$ cat config.mk
export PLATFORM = sky130hd
export DESIGN_NAME = output_clock_divider_duty
export DESIGN_NICKNAME = d
export VERILOG_FILES = /design/src/common/clkdiv_pkg.sv /design/src/common/div_cfg_if.sv /design/src/rtl/div_cfg_reg.sv /design/src/rtl/output_clock_divider_duty.sv
export SDC_FILE = /design/constraint.sdc
export NUM_CORES = 1
export LEC_CHECK = 0
export BUFFER_PORTS_ARGS = -buffer_cell sky130_fd_sc_hd__buf_2
export CORE_MARGIN = 3
export CORE_UTILIZATION = 35
export CTS_BUF_LIST = sky130_fd_sc_hd__clkbuf_16
export DETAILED_ROUTE_END_ITERATION = 10
export PLACE_DENSITY = 0.67
export SLEW_MARGIN = 20
export SYNTH_ARGS = -nofsm -noshare
export SYNTH_HDL_FRONTEND = slang
export SYNTH_SLANG_ARGS = --single-unit
$ cat constraint.sdc
create_clock -name clock -period 2.15 [get_ports clock]
set_input_delay 0.215 -clock clock [delete_from_list [all_inputs] [get_ports clock]]
set_output_delay 0.215 -clock clock [all_outputs]
set_load 0.05 [all_outputs]
$ cat src/common/clkdiv_pkg.sv
// constants and types shared by the output clock divider files
package clkdiv_pkg;
  localparam int unsigned ADDR_W = 8;
  localparam int unsigned DATA_W = 8;
  localparam int unsigned FIELD_W = 4;
  localparam int unsigned RUN_W = 6;
  // register map: one byte per output, even offsets from first to last
  localparam logic [ADDR_W-1:0] FIRST_DIV_REG = 8'h4a;
  localparam logic [ADDR_W-1:0] LAST_DIV_REG = 8'h52;
  localparam logic [ADDR_W-1:0] DIV_REG_STRIDE = 8'h02;
  localparam logic [DATA_W-1:0] DIV_REG_RESET = 8'h00;
  localparam logic [DATA_W-1:0] READ_ZERO = 8'h00;
  // field positions inside a divider register
  localparam int unsigned LOWER_FIELD_MSB = 7;
  localparam int unsigned LOWER_FIELD_LSB = 4;
  localparam int unsigned UPPER_FIELD_MSB = 3;
  localparam int unsigned UPPER_FIELD_LSB = 0;
  localparam logic [FIELD_W-1:0] FIELD_ZERO = 4'h0;
  localparam logic [FIELD_W-1:0] FIELD_ONE = 4'h1;
  localparam logic [RUN_W-1:0] RUN_ONE = 6'h01;
  localparam logic [RUN_W-1:0] MIN_RATIO = 6'h02;
  localparam logic [RUN_W-1:0] MAX_RATIO = 6'h20;
  // divider sequencer states, gray coded along bypass -> high -> low
  typedef enum logic [1:0] {
    ST_BYPASS = 2'b00,
    ST_HIGH   = 2'b01,
    ST_LOW    = 2'b11
  } div_state_t;
endpackage : clkdiv_pkg

$ cat src/common/div_cfg_if.sv
// configuration carried from the divider register to the divider core
interface div_cfg_if;
  import clkdiv_pkg::*;
  logic [FIELD_W-1:0] upper_time_field;
  logic [FIELD_W-1:0] lower_time_field;
  logic               bypass;
  modport regs (output upper_time_field, output lower_time_field, output bypass);
  modport core (input upper_time_field, input lower_time_field, input bypass);
endinterface : div_cfg_if

$ cat src/rtl/div_cfg_reg.sv
// divider count register for one output, written at its own address
module div_cfg_reg
  import clkdiv_pkg::*;
#(
  parameter logic [clkdiv_pkg::ADDR_W-1:0] REG_ADDR = clkdiv_pkg::FIRST_DIV_REG
)
(
  input  wire logic                          clock,
  input  wire logic                          rst_n,
  input  wire logic [clkdiv_pkg::ADDR_W-1:0] reg_addr,
  input  wire logic [clkdiv_pkg::DATA_W-1:0] reg_wdata,
  input  wire logic                          reg_wr,
  input  wire logic                          bypass_in,
  div_cfg_if.regs                            cfg
);
  typedef struct packed {
    logic [DATA_W-1:0] counts;
    logic              bypass;
  } cfg_state_t;

  cfg_state_t s_q;
  cfg_state_t s_d;

  // write decode: only this output's address loads the counts
  always_comb
  begin
    s_d = s_q;
    s_d.bypass = bypass_in;
    if (reg_wr && reg_addr == REG_ADDR)
    begin
      s_d.counts = reg_wdata;
    end
  end

  always_ff @(posedge clock)
  begin
    if (!rst_n)
    begin
      s_q <= '{counts: DIV_REG_RESET, bypass: 1'b0};
    end
    else
    begin
      s_q <= s_d;
    end
  end

  assign cfg.lower_time_field = s_q.counts[LOWER_FIELD_MSB:LOWER_FIELD_LSB];
  assign cfg.upper_time_field = s_q.counts[UPPER_FIELD_MSB:UPPER_FIELD_LSB];
  assign cfg.bypass = s_q.bypass;

  field_split_a: assert property (
    @(posedge clock) disable iff (!rst_n)
    reg_wr && reg_addr == REG_ADDR
      |=> cfg.lower_time_field == $past(reg_wdata[LOWER_FIELD_MSB:LOWER_FIELD_LSB])
      && cfg.upper_time_field == $past(reg_wdata[UPPER_FIELD_MSB:UPPER_FIELD_LSB]))
    else $error("divider fields do not match the written byte");
endmodule // div_cfg_reg

$ cat src/rtl/output_clock_divider_duty.sv
// one output divider: programmable high and low phase counts
module output_clock_divider_duty
  import clkdiv_pkg::*;
#(
  parameter logic [clkdiv_pkg::ADDR_W-1:0] REG_ADDR = clkdiv_pkg::FIRST_DIV_REG
)
(
  input  wire logic                          clock,
  input  wire logic                          rst_n,
  input  wire logic [clkdiv_pkg::ADDR_W-1:0] reg_addr,
  input  wire logic [clkdiv_pkg::DATA_W-1:0] reg_wdata,
  input  wire logic                          reg_wr,
  input  wire logic                          reg_rd,
  input  wire logic                          bypass,
  output logic      [clkdiv_pkg::DATA_W-1:0] reg_rdata_q,
  output logic                               div_out_q,
  output logic                               period_tick_q
);
  typedef struct packed {
    div_state_t         st;
    logic [FIELD_W-1:0] cnt;
    logic [FIELD_W-1:0] upper_act;
    logic [FIELD_W-1:0] lower_act;
    logic               out;
    logic               tick;
    logic [DATA_W-1:0]  rdata;
    logic [RUN_W-1:0]   run;
    logic [RUN_W-1:0]   per;
    logic               out_prev;
  } core_state_t;

  core_state_t s_q;
  core_state_t s_d;

  div_cfg_if cfg ();

  // register slot for this output
  div_cfg_reg #(
    .REG_ADDR (REG_ADDR)
  ) u_cfg (
    .clock     (clock),
    .rst_n     (rst_n),
    .reg_addr  (reg_addr),
    .reg_wdata (reg_wdata),
    .reg_wr    (reg_wr),
    .bypass_in (bypass),
    .cfg       (cfg.regs)
  );

  // sequencer: counts are taken only at a period boundary so a write
  // mid-period never produces a runt pulse; cost is one period of latency
  always_comb
  begin
    s_d = s_q;
    s_d.tick = 1'b0;
    s_d.rdata = READ_ZERO;
    // register read returns the stored fields, zero elsewhere
    if (reg_rd && reg_addr == REG_ADDR)
    begin
      s_d.rdata = {cfg.lower_time_field, cfg.upper_time_field};
    end
    case (s_q.st)
      ST_BYPASS:
      begin
        s_d.out = 1'b1;
        s_d.tick = 1'b1;
        s_d.cnt = FIELD_ZERO;
        s_d.upper_act = cfg.upper_time_field;
        s_d.lower_act = cfg.lower_time_field;
        if (!cfg.bypass)
        begin
          s_d.st = ST_HIGH;
        end
      end
      ST_HIGH:
      begin
        if (s_q.cnt == s_q.upper_act)
        begin
          s_d.st = ST_LOW;
          s_d.cnt = FIELD_ZERO;
          s_d.out = 1'b0;
        end
        else
        begin
          s_d.cnt = s_q.cnt + FIELD_ONE;
        end
      end
      ST_LOW:
      begin
        if (s_q.cnt == s_q.lower_act)
        begin
          s_d.cnt = FIELD_ZERO;
          s_d.out = 1'b1;
          s_d.tick = 1'b1;
          s_d.upper_act = cfg.upper_time_field;
          s_d.lower_act = cfg.lower_time_field;
          s_d.st = cfg.bypass ? ST_BYPASS : ST_HIGH;
        end
        else
        begin
          s_d.cnt = s_q.cnt + FIELD_ONE;
        end
      end
      default:
      begin
        s_d.st = ST_HIGH;
        s_d.cnt = FIELD_ZERO;
        s_d.out = 1'b1;
      end
    endcase
    // checking helpers: length of the current level and of the period;
    // a period start also restarts the level count, so time spent in
    // bypass is not counted into the first high phase after leaving it
    s_d.run = (s_d.out != s_q.out || s_d.tick) ? RUN_ONE : s_q.run + RUN_ONE;
    s_d.per = s_d.tick ? RUN_ONE : s_q.per + RUN_ONE;
    s_d.out_prev = s_q.out;
  end

  always_ff @(posedge clock)
  begin
    if (!rst_n)
    begin
      s_q <= '{st: ST_HIGH, cnt: FIELD_ZERO, upper_act: FIELD_ZERO,
               lower_act: FIELD_ZERO, out: 1'b1, tick: 1'b0, rdata: READ_ZERO,
               run: RUN_ONE, per: RUN_ONE, out_prev: 1'b1};
    end
    else
    begin
      s_q <= s_d;
    end
  end

  assign div_out_q = s_q.out;
  assign period_tick_q = s_q.tick;
  assign reg_rdata_q = s_q.rdata;

  // checking helpers: active ratio and the edges of the output level
  logic [RUN_W-1:0] ratio_w;
  logic             fall_w;
  logic             rise_w;

  assign ratio_w = RUN_W'(s_q.upper_act) + RUN_W'(s_q.lower_act) + MIN_RATIO;
  assign fall_w = !s_q.out && s_q.out_prev;
  assign rise_w = s_q.out && !s_q.out_prev;

  high_run_a: assert property (
    @(posedge clock) disable iff (!rst_n)
    fall_w && s_q.st == ST_LOW |-> $past(s_q.run) == RUN_W'(s_q.upper_act) + RUN_ONE)
    else $error("high phase length differs from upper field plus one");

  low_run_a: assert property (
    @(posedge clock) disable iff (!rst_n)
    s_q.st == ST_LOW && s_q.cnt == s_q.lower_act && !cfg.bypass
      |=> s_q.out && $past(s_q.run) == RUN_W'($past(s_q.lower_act)) + RUN_ONE)
    else $error("low phase length differs from lower field plus one");

  period_len_a: assert property (
    @(posedge clock) disable iff (!rst_n)
    s_q.st == ST_LOW && s_q.cnt == s_q.lower_act && s_q.per != RUN_ONE
      && $past(s_q.st) != ST_BYPASS |=> $past(s_q.per) == $past(ratio_w))
    else $error("period differs from the programmed ratio");

  split_kept_a: assert property (
    @(posedge clock) disable iff (!rst_n)
    rise_w && $past(s_q.upper_act) != $past(s_q.lower_act)
      |-> $past(s_q.run) != RUN_W'($past(s_q.upper_act)) + RUN_ONE)
    else $error("unequal split produced equal phases");

  ratio_two_a: assert property (
    @(posedge clock) disable iff (!rst_n)
    s_q.st == ST_HIGH && ratio_w == MIN_RATIO |=> !s_q.out ##1 s_q.out || cfg.bypass)
    else $error("ratio two output is not symmetric");

  ratio_four_a: assert property (
    @(posedge clock) disable iff (!rst_n)
    fall_w && ratio_w == 6'h04 |-> $past(s_q.run) inside {6'h01, 6'h02, 6'h03})
    else $error("ratio four high time outside one to three cycles");

  ratio_range_a: assert property (
    @(posedge clock) disable iff (!rst_n)
    s_q.st != ST_BYPASS |-> ratio_w >= MIN_RATIO && ratio_w <= MAX_RATIO)
    else $error("active ratio outside two to thirty-two");

  bypass_rate_a: assert property (
    @(posedge clock) disable iff (!rst_n)
    s_q.st == ST_BYPASS && cfg.bypass |=> s_q.out && s_q.tick [*2])
    else $error("bypass does not pass the input rate");

  // read path returns stored byte one cycle later
  read_back_a: assert property (
    @(posedge clock) disable iff (!rst_n)
    reg_rd && reg_addr == REG_ADDR && !reg_wr
      |=> reg_rdata_q == {cfg.lower_time_field, cfg.upper_time_field})
    else $error("register read does not return stored counts");

  tick_on_rise_a: assert property (
    @(posedge clock) disable iff (!rst_n)
    rise_w |-> period_tick_q && div_out_q)
    else $error("output rise without a period start mark");
endmodule // output_clock_divider_duty

==> metrics.md <==
| Metric | Value |
|---|---|
| Placed Area | `1562 um^2` |
| Peak supply drop | `0.0004339 V` |
| Slowest CP cell | `sky130_fd_sc_hd__mux2i_4` |
| Hold violation count in the final report | `0` |
| Endpoint type of the worst setup path | `flip-flop` |
| Iteration-0 DRC count of the detailed router | `19` |
| CP startpoint kind | `flip-flop` |
| CTS tree | `yes` |
| Gate Count Post-Synth | `140` |
| Average cell area after synthesis | `10.13 um^2` |
| Clock Skew | `3.213 ps` |
| Compound-Gate Fraction of Synth Area | `4.938%` |
| Rows | `22` |
| Net switching power figure | `273.7 uW` |
| Number of storage elements in the synthesis netlist | `33` |
| Longest Clk Path Bufs | `2` |
| Startpoint of the most critical register-to-register path | `s_q[35]` |
| Max Freq | `0.6392 GHz` |
| Time the worst path needs with I/O delays and setup | `1565 ps` |
| Standby leakage power | `0.0008177 uW` |
| Final net count | `192` |
| Critical path class | `flip-flop to flip-flop` |
| Yosys top cell area share | `46.56%` |
| Power density over the cells | `789.7 nW/um^2` |
| Register-to-Register Setup Slack | `590 ps` |
| Buffers and inverters on the worst path | `0` |
| Gate power share | `5.6%` |
| Endpoint of the most critical register-to-register path | `s_q[23]` |
| Number of global-route vias before repair | `1102` |
| Share of synthesized area occupied by flip-flops and latches | `46.56%` |
| RSZ-0062 raised after global routing | `no` |
| Number of routed nets with antenna violations | `0` |
| Final cell area excluding filler cells | `1694 um^2` |
| Setup violations, final | `0` |
| Maximum number of pins on one net before global-route repair | `24` |
| Count of pins on the block boundary | `31` |
| CTS sink count | `33` |
| Transition time at the pin with the least slew margin | `517.1 ps` |
| Distinct cell type count of the synthesized netlist | `30` |
| Insertion delay of the later-clocked pin in the worst-skew pair | `270 ps` |
| Inserted Clock Buffers | `5` |
| Xor/xnor share of the synthesized area | `6.173%` |
| DRT Pass-1 Iters | `4` |
| Number of vias after detailed routing | `1044` |
| Clock transition at the register clock pins on the worst setup and hold paths after CTS | `50 ps` |
| Overall global routing resource usage | `12.30%` |
| Initial antenna violation count | `0` |
| Main combinational cell family by area after synthesis | `simple AND/OR/NAND/NOR gates` |
| Worst hold path stage count | `2` |
| Hold Buf Count CTS | `0` |
| Total Negative Setup Slacks | `0 ps` |
| Top delay family on crit path | `multiplexers` |
| Terminating pin of the worst hold path | `u_cfg.cfg.bypass` |
| Mux contribution to synthesized area | `13.58%` |
| Share of final-layout standard cells stronger than drive strength 1 | `22.75%` |
| Area of the mapped netlist | `1419 um^2` |
| Synth Net Count | `165` |
| Post-route fraction of the period consumed by the critical path | `72.77%` |
| Adder-Cell Fraction of Synth Area | `3.527%` |
| Effective utilization at floorplan | `37.62%` |
| Synthesized-area fraction occupied by and/or/nand/nor cells | `19.14%` |
| Die height | `69.67 um` |
| First-pass GRT wire length | `4719 um` |
| Number of setup buffers added after CTS | `0` |
| ANT cells | `0` |
| Design internal power | `1064 uW` |
| Max-slew headroom | `65.43%` |
| Switching Share | `20.46%` |
| Part of the total power dissipated in the clock network | `48.0%` |
| Data required time at the worst endpoint | `2350 ps` |
| DRC | `0` |
| Number of warning messages in the yosys log | `0` |
| Hold Startpoint | `bypass` |
| Biggest fanout along the worst timing path | `8` |
| Synth area leaders | `sky130_fd_sc_hd__dfxtp_1, sky130_fd_sc_hd__mux2i_1, sky130_fd_sc_hd__nand2_1, sky130_fd_sc_hd__and2_1, sky130_fd_sc_hd__buf_4` |
| Worst reg-to-reg path cell count | `3` |
| Worst Path Arrival | `1760 ps` |
| Htree depth | `2` |
| Die area | `4854 um^2` |
| Port Buf Inserts | `30` |
| Die width | `69.67 um` |
| Half-perimeter wire length after detailed placement | `1990 um` |
| Detailed-route wire length | `2657 um` |
| Growth of design area from synthesis to finish | `19.40%` |
| Clock tree root buffer cell | `sky130_fd_sc_hd__clkbuf_16` |
| Worst hold path class | `input port to flip-flop` |
| Total congestion overflow after global routing | `0` |
| Outcome | `finished, final reports clean` |
| Max-cap check violation count | `0` |
| CP cell instances | `ha_1, mux2i_4, mux2i_1` |
| Final weighted congestion in routability-driven placement | `0.7248` |
| Biggest cell delay along the critical path | `500 ps` |
| Detail-routed via count per cell | `4.856` |
| Number of gates resized after CTS | `0` |
| Seq pwr share | `46.4%` |
| Mean routed wirelength per cell | `12.36 um` |
| Fin. max-slew vios | `0` |
| Synth area leader | `sky130_fd_sc_hd__dfxtp_1` |
| Standard cell core area | `3771 um^2` |
## cell usage after synthesis
cell,instances
sky130_fd_sc_hd__nor4bb_1,1
sky130_fd_sc_hd__nor3_1,2
sky130_fd_sc_hd__nand4_1,1
sky130_fd_sc_hd__dfxtp_1,33
sky130_fd_sc_hd__o31ai_2,1
sky130_fd_sc_hd__a21oi_1,1
sky130_fd_sc_hd__o311a_1,1
sky130_fd_sc_hd__nor4_4,1
sky130_fd_sc_hd__mux2i_4,1
sky130_fd_sc_hd__o31ai_1,1
sky130_fd_sc_hd__and4_1,1
sky130_fd_sc_hd__clkbuf_1,2
sky130_fd_sc_hd__nor4b_1,1
sky130_fd_sc_hd__o21ai_1,1
sky130_fd_sc_hd__o41a_1,1
sky130_fd_sc_hd__and2_1,10
sky130_fd_sc_hd__buf_4,8
sky130_fd_sc_hd__xor2_1,5
sky130_fd_sc_hd__o32a_1,1
sky130_fd_sc_hd__nand2_1,17
sky130_fd_sc_hd__inv_1,4
sky130_fd_sc_hd__nor2b_1,1
sky130_fd_sc_hd__mux2i_1,17
sky130_fd_sc_hd__nor2_1,13
sky130_fd_sc_hd__nor3b_1,2
sky130_fd_sc_hd__clkinv_1,1
sky130_fd_sc_hd__xnor2_1,5
sky130_fd_sc_hd__ha_1,4
sky130_fd_sc_hd__a41oi_1,1
sky130_fd_sc_hd__nand3_1,2
## how the worst max path moves through the flow
stage | start | endpoint | cells after the start
CTS | s_q[31] | s_q[23] | 4
detailed placement | reg_addr[5] | u_cfg.cfg.upper_time_field[0] | 5
finish | s_q[35] | s_q[23] | 3
floorplan | s_q[31] | s_q[36] | 3
global route | s_q[31] | s_q[33] | 4
global placement | reg_addr[5] | u_cfg.cfg.lower_time_field[3] | 5
## cells in the final DEF (no fill, tap or decap), types with 2 or more instances in the layout
cell,count
sky130_fd_sc_hd__nand2_1,17
sky130_fd_sc_hd__inv_1,5
sky130_fd_sc_hd__buf_2,30
sky130_fd_sc_hd__nand3_1,2
sky130_fd_sc_hd__nor3b_1,2
sky130_fd_sc_hd__xnor2_1,5
sky130_fd_sc_hd__clkinv_1,2
sky130_fd_sc_hd__and2_1,10
sky130_fd_sc_hd__nor3_1,2
sky130_fd_sc_hd__clkbuf_16,5
sky130_fd_sc_hd__nor2_1,13
sky130_fd_sc_hd__ha_1,4
sky130_fd_sc_hd__dfxtp_1,33
sky130_fd_sc_hd__mux2i_1,17
sky130_fd_sc_hd__xor2_1,5
## worst reg2reg max path, cell delays in order (launching register included)
cell,delay (ps)
sky130_fd_sc_hd__dfxtp_1,390
sky130_fd_sc_hd__ha_1,350
sky130_fd_sc_hd__mux2i_4,500
sky130_fd_sc_hd__mux2i_1,250
## cell type report
| class | instances | area (um^2) |
|---|---|---|
| sequential | 33 | 660.6 |
| clock inverter | 2 | 7.507 |
| inverter | 5 | 18.77 |
| multi-input combinational | 92 | 671.9 |
| tap | 48 | 60.06 |
| clock buffer | 5 | 125.1 |
| fill | 369 | 2077 |
| timing repair buffer | 30 | 150.1 |
## through the flow
step	instances	hold slack [ps]	total power, uW	setup slack [ps]	utilization, %
after detailed placement	208	429.5	708.5	528.7	41.41
after global routing	215	164.4	1388	448.3	44.92
final	215	150.4	1338	585.5	44.92
after global placement	208	421.7	705.2	588.4	41.41
after CTS	215	146.4	1360	558.9	44.92
after floorplan	140	342.3	679.5	711.0	-
## kinds of logic (layout without fill, tap and decap cells)
group / after synthesis / in the layout
flip-flops: 33 / 33
XOR/XNOR: 10 / 10
adder cells (fa/ha/maj): 4 / 4
buffers and inverters: 15 / 42
AND/OR/NAND/NOR: 52 / 52
multiplexers: 18 / 18
AO/OA/AOI/OAI: 8 / 8
## power groups by stage
stage	Sequential, uW	Clock (uW)	Combinational [uW]
finish	621	642	74.8
global route	621	685	81.9
CTS	621	663	75.4
detailed placement	633	0	75.4
global placement	633	0	72.0
floorplan	640	0	39.2
## layer usage
layer / GRT usage (%) / up-vias / part of all wire (%)
met5: 0 / - / 0
li1: - / 519 / -
met3: 4.203 / 6 / 6.5
met4: 7.660 / 0 / 2.4
met1: 13.35 / 492 / 43
met2: 20.44 / 27 / 48
## sequential cells by signal (all words and copies together), names as in the netlist
signal,count
u_cfg.cfg.upper_time_field,4
u_cfg.cfg.bypass,1
reg_rdata_q,8
s_q,14
div_out_q,1
period_tick_q,1
u_cfg.cfg.lower_time_field,4
No activity file was read; power rests on OpenSTA's default activity.
